File: src/buck_regs_pkg.sv
// Purpose: constants for the step-down channel register bank
// Assumes: 40 MHz system clock, byte-wide register port
// Notes:   offsets are byte addresses on the register port
package buck_regs_pkg;

    // Register offsets
    localparam logic [7:0] ADDR_CH3_STATUS   = 8'h80;
    localparam logic [7:0] ADDR_CH3_MASK     = 8'h81;
    localparam logic [7:0] ADDR_CH3_VACT     = 8'h85;
    localparam logic [7:0] ADDR_CH3_VALT     = 8'h86;
    localparam logic [7:0] ADDR_CH3_ENSLP    = 8'h87;
    localparam logic [7:0] ADDR_CH3_SEQRST   = 8'h88;
    localparam logic [7:0] ADDR_CH3_DELAY    = 8'h89;
    localparam logic [7:0] ADDR_CH3_LIMFLT   = 8'h8A;
    localparam logic [7:0] ADDR_CH3_THRSLEW  = 8'h8B;
    localparam logic [7:0] ADDR_CH3_FREQDIS  = 8'h8C;
    localparam logic [7:0] ADDR_CH4_STATUS   = 8'hA0;
    localparam logic [7:0] ADDR_CH4_MASK     = 8'hA1;

    // Values after reset
    localparam logic [7:0] RST_MASK    = 8'hDC;
    localparam logic [7:0] RST_VACT    = 8'h5F;
    localparam logic [7:0] RST_VALT    = 8'h5F;
    localparam logic [7:0] RST_ENSLP   = 8'h0F;
    localparam logic [7:0] RST_SEQRST  = 8'h13;
    localparam logic [7:0] RST_DELAY   = 8'hC2;
    localparam logic [7:0] RST_LIMFLT  = 8'h40;
    localparam logic [7:0] RST_THRSLEW = 8'hDC;
    localparam logic [7:0] RST_FREQDIS = 8'h06;

    // Status and mask bit positions (shared layout)
    localparam int BIT_PG    = 7;
    localparam int BIT_OV    = 6;
    localparam int BIT_SHUT  = 4;
    localparam int BIT_FAULT = 3;
    localparam int BIT_WARN  = 2;
    // Event vector index: {pg, ov, shut, fault, warn}
    localparam int EV_PG    = 4;
    localparam int EV_OV    = 3;
    localparam int EV_SHUT  = 2;
    localparam int EV_FAULT = 1;
    localparam int EV_WARN  = 0;

    // Control field positions
    localparam int BIT_DIRECT_EN   = 3;
    localparam int BIT_HOLD        = 2;
    localparam int BIT_SLEEP_OFF   = 1;
    localparam int BIT_DSLEEP_OFF  = 0;
    localparam int BIT_RESET_LINK  = 6;
    localparam int POS_ON_DLY      = 4;
    localparam int BIT_IN_REG_OFF  = 5;
    localparam int BIT_IN_SYS_OFF  = 4;
    localparam int BIT_OUT_REG_OFF = 3;
    localparam int BIT_OUT_SYS_OFF = 2;
    localparam int BIT_DIS_DISABLE = 7;
    localparam int BIT_DIS_RES     = 6;
    localparam int BIT_STEP_SEL    = 4;

    // Timing
    localparam int CLK_PERIOD_NS = 25;
    localparam int QTR_MS_NS     = 250000;
    localparam int QTR_MS_CYC    = (QTR_MS_NS + CLK_PERIOD_NS - 1) / CLK_PERIOD_NS;
    localparam logic [7:0] QTRS_PER_MS = 8'h04;

    typedef enum logic [1:0] {
        ST_OFF      = 2'b00,
        ST_ON_WAIT  = 2'b01,
        ST_ON       = 2'b10,
        ST_OFF_WAIT = 2'b11
    } seq_state_e;

endpackage

File: src/buck_channel_regs.sv
// Purpose: register bank and on/off control for step-down channel 3, plus status and mask for channel 4
// Assumes: byte register port from the serial front end, one clock
// Notes:   status bits other than power-good are read-to-clear, reserved status bits read zero
`timescale 1ns/1ps
module buck_channel_regs
    import buck_regs_pkg::*;
#(
    parameter int QTR_CYC = QTR_MS_CYC
) (
    // Clock and reset
    input  wire logic             clk_sys,
    input  wire logic             resetn,
    // Register port
    input  wire logic [7:0]       reg_addr,
    input  wire logic             reg_wr,
    input  wire logic [7:0]       reg_wdata,
    input  wire logic             reg_rd,
    output logic      [7:0]       reg_rdata,
    // Comparator levels, [0]=ch3 [1]=ch4, {pg,ov,shut,fault,warn}
    input  wire logic [1:0][4:0]  cond_raw,
    // Channel 3 mode and sequencing pins
    input  wire logic             seq_in_raw,
    input  wire logic             sleep_raw,
    input  wire logic             deep_sleep_raw,
    input  wire logic             dvs_raw,
    input  wire logic             in_fault_raw,
    input  wire logic             out_fault_raw,
    // Events to the interrupt aggregator
    output logic      [1:0][4:0]  irq_evt,
    // Channel 3 power stage controls
    output logic                  ch3_enable,
    output logic      [7:0]       ch3_vcode,
    output logic                  step_size_sel,
    output logic      [3:0]       switch_sel_a,
    output logic                  discharge_en,
    output logic                  discharge_res_sel,
    output logic                  sys_off_req,
    output logic                  system_reset_n
);

////////////////////////////////////////////////////////////////////////
// Input synchronisers

    logic [1:0][4:0] cond_m_ff;
    logic [1:0][4:0] cond_s_ff;
    logic [5:0]      pin_m_ff;
    logic [5:0]      pin_s_ff;

    always_ff @(posedge clk_sys or negedge resetn) begin
        if (!resetn) begin
            cond_m_ff <= '0;
            cond_s_ff <= '0;
            pin_m_ff  <= '0;
            pin_s_ff  <= '0;
        end else begin
            cond_m_ff <= cond_raw;
            cond_s_ff <= cond_m_ff;
            pin_m_ff  <= {seq_in_raw, sleep_raw, deep_sleep_raw,
                          dvs_raw, in_fault_raw, out_fault_raw};
            pin_s_ff  <= pin_m_ff;
        end
    end

    logic seq_s;
    logic sleep_s;
    logic dsleep_s;
    logic dvs_s;
    logic in_flt_s;
    logic out_flt_s;
    assign {seq_s, sleep_s, dsleep_s, dvs_s, in_flt_s, out_flt_s} = pin_s_ff;

////////////////////////////////////////////////////////////////////////
// Configuration registers

    logic [1:0][7:0] mask_ff;
    logic [7:0]      vact_ff;
    logic [7:0]      valt_ff;
    logic [7:0]      enslp_ff;
    logic [7:0]      seqrst_ff;
    logic [7:0]      delay_ff;
    logic [7:0]      limflt_ff;
    logic [7:0]      thrslew_ff;
    logic [7:0]      freqdis_ff;

    // Reserved bits stored as written; host keeps them intact
    always_ff @(posedge clk_sys or negedge resetn) begin
        if (!resetn) begin
            mask_ff    <= {RST_MASK, RST_MASK};
            vact_ff    <= RST_VACT;
            valt_ff    <= RST_VALT;
            enslp_ff   <= RST_ENSLP;
            seqrst_ff  <= RST_SEQRST;
            delay_ff   <= RST_DELAY;
            limflt_ff  <= RST_LIMFLT;
            thrslew_ff <= RST_THRSLEW;
            freqdis_ff <= RST_FREQDIS;
        end else if (reg_wr) begin
            if (reg_addr == ADDR_CH3_MASK) begin
                mask_ff[0] <= reg_wdata;
            end else if (reg_addr == ADDR_CH4_MASK) begin
                mask_ff[1] <= reg_wdata;
            end else if (reg_addr == ADDR_CH3_VACT) begin
                vact_ff <= reg_wdata;
            end else if (reg_addr == ADDR_CH3_VALT) begin
                valt_ff <= reg_wdata;
            end else if (reg_addr == ADDR_CH3_ENSLP) begin
                enslp_ff <= reg_wdata;
            end else if (reg_addr == ADDR_CH3_SEQRST) begin
                seqrst_ff <= reg_wdata;
            end else if (reg_addr == ADDR_CH3_DELAY) begin
                delay_ff <= reg_wdata;
            end else if (reg_addr == ADDR_CH3_LIMFLT) begin
                limflt_ff <= reg_wdata;
            end else if (reg_addr == ADDR_CH3_THRSLEW) begin
                thrslew_ff <= reg_wdata;
            end else if (reg_addr == ADDR_CH3_FREQDIS) begin
                freqdis_ff <= reg_wdata;
            end
        end
    end

////////////////////////////////////////////////////////////////////////
// Fault flags and masked events, per channel

    logic [1:0][4:0] flag_ff;
    logic [1:0]      rd_clr;
    logic [1:0][7:0] status;

    assign rd_clr[0] = reg_rd && (reg_addr == ADDR_CH3_STATUS);
    assign rd_clr[1] = reg_rd && (reg_addr == ADDR_CH4_STATUS);

    genvar g;
    generate
        for (g = 0; g < 2; g++) begin : g_ch
            logic [4:0] mvec;
            assign mvec = {mask_ff[g][BIT_PG], mask_ff[g][BIT_OV],
                           mask_ff[g][BIT_SHUT], mask_ff[g][BIT_FAULT],
                           mask_ff[g][BIT_WARN]};

            // Set wins; OV, shut, fault, warn clear only on a read after the level dropped; PG follows its level
            always_ff @(posedge clk_sys or negedge resetn) begin
                if (!resetn) begin
                    flag_ff[g] <= '0;
                end else begin
                    flag_ff[g][EV_PG]    <= cond_s_ff[g][EV_PG];
                    flag_ff[g][EV_OV]    <= cond_s_ff[g][EV_OV] |
                        (flag_ff[g][EV_OV] & ~rd_clr[g]);
                    flag_ff[g][EV_SHUT]  <= cond_s_ff[g][EV_SHUT] |
                        (flag_ff[g][EV_SHUT] & ~rd_clr[g]);
                    flag_ff[g][EV_FAULT] <= cond_s_ff[g][EV_FAULT] |
                        (flag_ff[g][EV_FAULT] & ~rd_clr[g]);
                    flag_ff[g][EV_WARN]  <= cond_s_ff[g][EV_WARN] |
                        (flag_ff[g][EV_WARN] & ~rd_clr[g]);
                end
            end

            // Power-good event is loss of regulation
            always_ff @(posedge clk_sys or negedge resetn) begin
                if (!resetn) begin
                    irq_evt[g] <= '0;
                end else begin
                    irq_evt[g][EV_PG] <= ~cond_s_ff[g][EV_PG] & ~mvec[EV_PG];
                    irq_evt[g][EV_OV] <= flag_ff[g][EV_OV] & ~mvec[EV_OV];
                    irq_evt[g][EV_SHUT] <= flag_ff[g][EV_SHUT] & ~mvec[EV_SHUT];
                    irq_evt[g][EV_FAULT] <= flag_ff[g][EV_FAULT] & ~mvec[EV_FAULT];
                    irq_evt[g][EV_WARN] <= flag_ff[g][EV_WARN] & ~mvec[EV_WARN];
                end
            end

            assign status[g] = {flag_ff[g][EV_PG], flag_ff[g][EV_OV], 1'b0,
                                flag_ff[g][EV_SHUT], flag_ff[g][EV_FAULT],
                                flag_ff[g][EV_WARN], 2'b00};
        end
    endgenerate

////////////////////////////////////////////////////////////////////////
// Read data

    logic [7:0] nxt_rdata;

    always_comb begin
        nxt_rdata = 8'h00;
        if (reg_addr == ADDR_CH3_STATUS) begin
            nxt_rdata = status[0];
        end else if (reg_addr == ADDR_CH4_STATUS) begin
            nxt_rdata = status[1];
        end else if (reg_addr == ADDR_CH3_MASK) begin
            nxt_rdata = mask_ff[0];
        end else if (reg_addr == ADDR_CH4_MASK) begin
            nxt_rdata = mask_ff[1];
        end else if (reg_addr == ADDR_CH3_VACT) begin
            nxt_rdata = vact_ff;
        end else if (reg_addr == ADDR_CH3_VALT) begin
            nxt_rdata = valt_ff;
        end else if (reg_addr == ADDR_CH3_ENSLP) begin
            nxt_rdata = enslp_ff;
        end else if (reg_addr == ADDR_CH3_SEQRST) begin
            nxt_rdata = seqrst_ff;
        end else if (reg_addr == ADDR_CH3_DELAY) begin
            nxt_rdata = delay_ff;
        end else if (reg_addr == ADDR_CH3_LIMFLT) begin
            nxt_rdata = limflt_ff;
        end else if (reg_addr == ADDR_CH3_THRSLEW) begin
            nxt_rdata = thrslew_ff;
        end else if (reg_addr == ADDR_CH3_FREQDIS) begin
            nxt_rdata = freqdis_ff;
        end
    end

    always_ff @(posedge clk_sys or negedge resetn) begin
        if (!resetn) begin
            reg_rdata <= 8'h00;
        end else if (reg_rd) begin
            reg_rdata <= nxt_rdata;
        end
    end

////////////////////////////////////////////////////////////////////////
// On/off sequencer, counts in quarter milliseconds

    seq_state_e state_ff;
    logic [31:0] pre_ff;
    logic [7:0]  qtr_ff;
    logic        qtr_tick;
    logic [7:0]  on_qtrs;
    logic [7:0]  off_qtrs;
    logic [2:0]  on_code;
    logic        direct_en;
    logic        hold;
    logic        force_off;

    assign qtr_tick  = (pre_ff == 32'(QTR_CYC - 1));
    assign on_code   = delay_ff[POS_ON_DLY +: 3];
    // Codes step 0, 0.25, 0.5 ... 16 ms by doubling
    assign on_qtrs   = (on_code == 3'h0) ? 8'h00
                     : 8'(8'h01 << (on_code - 3'h1));
    assign off_qtrs  = 8'(delay_ff[3:0] * QTRS_PER_MS);
    assign direct_en = enslp_ff[BIT_DIRECT_EN];
    assign hold      = enslp_ff[BIT_HOLD];
    assign force_off = (sleep_s & enslp_ff[BIT_SLEEP_OFF])
                     | (dsleep_s & enslp_ff[BIT_DSLEEP_OFF])
                     | (in_flt_s & ~limflt_ff[BIT_IN_REG_OFF])
                     | (out_flt_s & ~limflt_ff[BIT_OUT_REG_OFF]);

    always_ff @(posedge clk_sys or negedge resetn) begin
        if (!resetn) begin
            state_ff <= ST_OFF;
            pre_ff   <= '0;
            qtr_ff   <= '0;
        end else begin
            pre_ff <= qtr_tick ? 32'h0 : pre_ff + 32'h1;
            if (qtr_tick && qtr_ff != 8'h00) begin
                qtr_ff <= qtr_ff - 8'h01;
            end
            case (state_ff)
                ST_OFF: begin
                    if (force_off) begin
                        state_ff <= ST_OFF;
                    end else if (direct_en) begin
                        state_ff <= ST_ON;
                    end else if (seq_s) begin
                        state_ff <= ST_ON_WAIT;
                        qtr_ff   <= on_qtrs;
                        pre_ff   <= '0;
                    end
                end
                ST_ON_WAIT: begin
                    if (force_off || !(seq_s || direct_en)) begin
                        state_ff <= ST_OFF;
                    end else if (direct_en || qtr_ff == 8'h00) begin
                        state_ff <= ST_ON;
                    end
                end
                ST_ON: begin
                    if (force_off) begin
                        state_ff <= ST_OFF;
                    end else if (!direct_en && !seq_s && !hold) begin
                        state_ff <= ST_OFF_WAIT;
                        qtr_ff   <= off_qtrs;
                        pre_ff   <= '0;
                    end
                end
                default: begin
                    if (force_off || qtr_ff == 8'h00) begin
                        state_ff <= ST_OFF;
                    end else if (direct_en || seq_s || hold) begin
                        state_ff <= ST_ON;
                    end
                end
            endcase
        end
    end

////////////////////////////////////////////////////////////////////////
// Power stage outputs

    logic ch_off;
    assign ch_off = (state_ff == ST_OFF) || (state_ff == ST_ON_WAIT);

    always_ff @(posedge clk_sys or negedge resetn) begin
        if (!resetn) begin
            ch3_enable        <= 1'b0;
            ch3_vcode         <= RST_VACT;
            step_size_sel     <= 1'b0;
            switch_sel_a      <= 4'h0;
            discharge_en      <= 1'b0;
            discharge_res_sel <= 1'b0;
            sys_off_req       <= 1'b0;
            system_reset_n    <= 1'b1;
        end else begin
            ch3_enable        <= ~ch_off;
            // Alternate target in Sleep and scaling
            ch3_vcode         <= (sleep_s | dvs_s) ? valt_ff : vact_ff;
            step_size_sel     <= freqdis_ff[BIT_STEP_SEL];
            switch_sel_a      <= freqdis_ff[3:0];
            discharge_en      <= ch_off & ~freqdis_ff[BIT_DIS_DISABLE];
            discharge_res_sel <= freqdis_ff[BIT_DIS_RES];
            sys_off_req       <= (in_flt_s & ~limflt_ff[BIT_IN_SYS_OFF])
                               | (out_flt_s & ~limflt_ff[BIT_OUT_SYS_OFF]);
            system_reset_n    <= ~(ch_off & seqrst_ff[BIT_RESET_LINK]);
        end
    end
endmodule // buck_channel_regs

File: config.mk
export PLATFORM = sky130hd
export DESIGN_NAME = buck_channel_regs
export DESIGN_NICKNAME = d
export VERILOG_FILES = /design/src/buck_regs_pkg.sv /design/src/buck_channel_regs.sv
export SDC_FILE = /design/constraint.sdc
export NUM_CORES = 1
export LEC_CHECK = 0
export ABC_AREA = 1
export BUFFER_PORTS_ARGS = -buffer_cell sky130_fd_sc_hd__buf_2
export CELL_PAD_IN_SITES_DETAIL_PLACEMENT = 1
export CELL_PAD_IN_SITES_GLOBAL_PLACEMENT = 2
export CORE_ASPECT_RATIO = 0.7
export CORE_MARGIN = 2
export CORE_UTILIZATION = 37
export DETAILED_ROUTE_END_ITERATION = 8
export GPL_TIMING_DRIVEN = 0
export PLACE_DENSITY = 0.83
export SETUP_SLACK_MARGIN = 0.2
export SLEW_MARGIN = 30
export SYNTH_ARGS = -nofsm -noshare
export SYNTH_HDL_FRONTEND = slang
export SYNTH_SLANG_ARGS = --single-unit
export TNS_END_PERCENT = 1
File: constraint.sdc
create_clock -name clk_sys -period 2.5 [get_ports clk_sys]
set_clock_uncertainty 0.1 [all_clocks]
set_input_delay 0.375 -clock clk_sys [delete_from_list [all_inputs] [get_ports clk_sys]]
set_output_delay 0.375 -clock clk_sys [all_outputs]
set_load 0.02 [all_outputs]
==> impl_metrics.json <==
{
  "reg2reg_slack_ns": 0.36,
  "period_share": 0.8555,
  "routed_wl_um": 26780,
  "outcome": "complete, no violations",
  "firstDrtPassIters": 4,
  "hold_depth": 0,
  "reg2reg_to": "pre_ff[28]$_DFF_PN0_",
  "layout_commonest_cell": "nand2_1",
  "critPathKind": "flop to flop",
  "worst-path-buf-inv": 1,
  "ys_types": 46,
  "drt-vias-per-instance": 5.009,
  "r2r_cells": 12,
  "cp_max_fo": 5,
  "worstSetupEndpointType": "flop",
  "finalCriticalPeriod_ns": 2.139,
  "min_to": "cond_s_ff[2]$_DFF_PN0_",
  "syn_to_final_growth_pct": 17.86,
  "tns_ns": 0,
  "ys.flop_type": "dfrtp_1",
  "grt_pass1_wl_um": 43880,
  "crit_path_start_kind": "flop",
  "total_power_uw": 7346,
  "wire_per_inst_um": 17.70,
  "cts_tree": "yes",
  "antenna_found_initial": 0,
  "ctsLongestPathBuffers": 2,
  "synthCells": 1064,
  "drt.antenna.violating_nets": 0,
  "relSlewSlack": 0.5889,
  "crit_family": "simple AND/OR/NAND/NOR gates",
  "worst_slew_pin_slew_ns": 0.6159,
  "cts.clk_slew.worst_paths_ns": 0.08,
  "ys_seq_elements": 200,
  "die_h_um": 136.1,
  "start_util": 0.3754,
  "cp.required_ns": 2.75,
  "core_um2": 24560,
  "avgSynthCellArea_um2": 8.667,
  "fin_nets": 1214,
  "track_usage": 0.2209,
  "cp_data_arrival_time_ns": 2.38,
  "final_cell_mix": "nand2_1 (249), dfrtp_1 (153), inv_1 (121)",
  "syn_nets": 1103,
  "setup_viol": 0,
  "yosys_warnings": 0,
  "num_rows": 48,
  "postSynth.asyncResetShare": 1.000,
  "cp_slowest_cell": "dfrtp_1",
  "final_hold_viol_count": 0,
  "rsz0062_at_grt": "true",
  "hold_path_startpoint": "cond_m_ff[2]$_DFF_PN0_",
  "setup_ws_ns": 0.3613,
  "io_pins": 72,
  "clock_sinks": 200,
  "overflow": 0,
  "clockRootBuffer": "clkbuf_16",
  "max_freq_ghz": 0.4676,
  "synth_edf_count": 0,
  "hold_class": "flop to flop",
  "numCtsBuffers": 17,
  "leakagePower_uw": 0.005023,
  "grt_max_degree": 85,
  "pre_cts_slack_ns": 0.1588,
  "gp_congestion": 0.7981,
  "r2r_start": "pre_ff[0]$_DFF_PN0_",
  "clock_insertion_delay_worst_skew_ns": 0.46,
  "first_global_vias": 7877,
  "ir_drop_mv": 0.5185,
  "crit_chain": "ha_2 > nand3_4 > nor2_4 > nand2_2 > nor2_4 > nand3_2 > nor2_2 > nand4_1 > nor2_2 > nand3_1 > nand2_1 > inv_1",
  "report.final.slew_viol_count": 0,
  "drc": 0,
  "io_buffer_count": 71,
  "drtIter0Drc": 463,
  "maxCapViolations": 0,
  "vias": 7578,
  "dieArea_um2": 26220,
  "max_stage_delay_ns": 0.40,
  "place_hpwl_um": 19670,
  "p_per_area_nw_per_um2": 675.9,
  "die_w_um": 192.7,
  "antennaDiodeCount": 0,
  "ys_seq_area_frac": 0.5491,
  "syn-cell-area_um2": 9221,
  "ctsHtreeMaxLevel": 4,
  "final_layout_size_suffix_gt1_frac": 0.2037
}
cell families (layout without fill, tap and decap cells):
family,after synthesis,in the layout,share of synthesized area
flip-flops,200,200,0.5491
adder cells (fa/ha/maj),3,3,0.004071
multiplexers,1,1,0.001221
AND/OR/NAND/NOR,531,531,0.2710
XOR/XNOR,18,18,0.01710
buffers and inverters,154,278,0.06662
AO/OA/AOI/OAI,157,157,0.09091
how the worst max path moves through the flow:
stage | end | slack [ns] | depth (start not counted) | start
global placement | pin_m_ff[4]$_DFF_PN0_ | -2.48 | 1 | resetn
CTS | pre_ff[2]$_DFF_PN0_ | 0.24 | 11 | pin_s_ff[4]$_DFF_PN0_
global route | pre_ff[28]$_DFF_PN0_ | 0.19 | 12 | pre_ff[0]$_DFF_PN0_
detailed placement | pre_ff[2]$_DFF_PN0_ | 0.16 | 7 | pre_ff[0]$_DFF_PN0_
floorplan | pre_ff[22]$_DFF_PN0_ | 0.68 | 11 | pre_ff[0]$_DFF_PN0_
finish | pre_ff[28]$_DFF_PN0_ | 0.36 | 12 | pre_ff[0]$_DFF_PN0_
cells in the mapped netlist, types with 5 or more instances:
cell	number	area, µm²
a21oi_1	23	115.1
buf_2	9	45.04
clkbuf_1	7	26.28
dfrtp_1	153	3829
dfstp_2	47	1235
inv_1	121	454.2
inv_2	12	45.04
nand2_1	249	934.7
nand2_2	13	81.33
nand3_1	63	315.3
nand3_2	7	70.07
nand4_1	17	106.4
nor2_1	114	427.9
nor2_2	11	68.82
nor2_4	11	123.9
nor3_1	22	110.1
nor4_1	6	37.54
o21ai_0	66	330.3
o21ai_1	44	220.2
o21bai_1	8	60.06
o22ai_1	5	31.28
xor2_1	17	148.9
layer usage:
layer | part of all wire | vias to the layer above | wire (µm) | global-route usage
li1 | - | 3644 | - | -
met1 | 0.53 | 3809 | 14300 | 0.3453
met2 | 0.43 | 105 | 11410 | 0.3144
met3 | 0.031 | 20 | 830 | 0.04259
met4 | 0.0092 | 0 | 246 | 0.04453
met5 | 0 | - | 0 | 0
report_power, final:
| group | internal, µW | leakage (µW) | switching [µW] | total [µW] |
|---|---|---|---|---|
| clock | 1360 | 0.000287 | 1470 | 2830 |
| combinational | 303 | 0.00230 | 649 | 952 |
| sequential | 3430 | 0.00243 | 134 | 3560 |
| total | 5090 | 0.00502 | 2250 | 7350 |
cell type report:
cell class,count,area [µm²]
plain buffers,20,108.9
clock buffers,18,429.2
clock inverters,14,171.4
fillers,2934,13700
inverters,134,505.5
multi-input cells,710,3577
flip-flops and latches,200,5064
well taps,325,406.6
repair buffers,92,605.6
state kept, by name, indices dropped and copies added (netlist names), 10 cells and up:
register,flops
cond_m_ff,10
cond_s_ff,10
pre_ff,32
g_ch.mvec,10
flag_ff,10
irq_evt,10
metrics by stage:
stage	hold slack, ns	instance area [µm²]	util	cells
finish	0.2476	10870	0.4424	1513
global route	0.2580	10870	0.4424	1513
CTS	0.2526	10840	0.4413	1513
floorplan	-0.02059	9221	-	1064
global placement	0.2324	9983	0.4064	1460
detailed placement	0.2118	10050	0.4091	1462
repair_timing:
| item | in CTS | in global routing |
|---|---|---|
| gates cloned | 0 | 0 |
| resized for setup | 1 | 5 |
| setup buffers | 2 | 0 |
| hold endpoints to repair | 59 | 0 |
| pin swaps | 1 | 0 |
| setup endpoints to repair | 20 | 24 |
| hold buffers | 17 | 0 |
No activity file was read; power rests on OpenSTA's default activity.
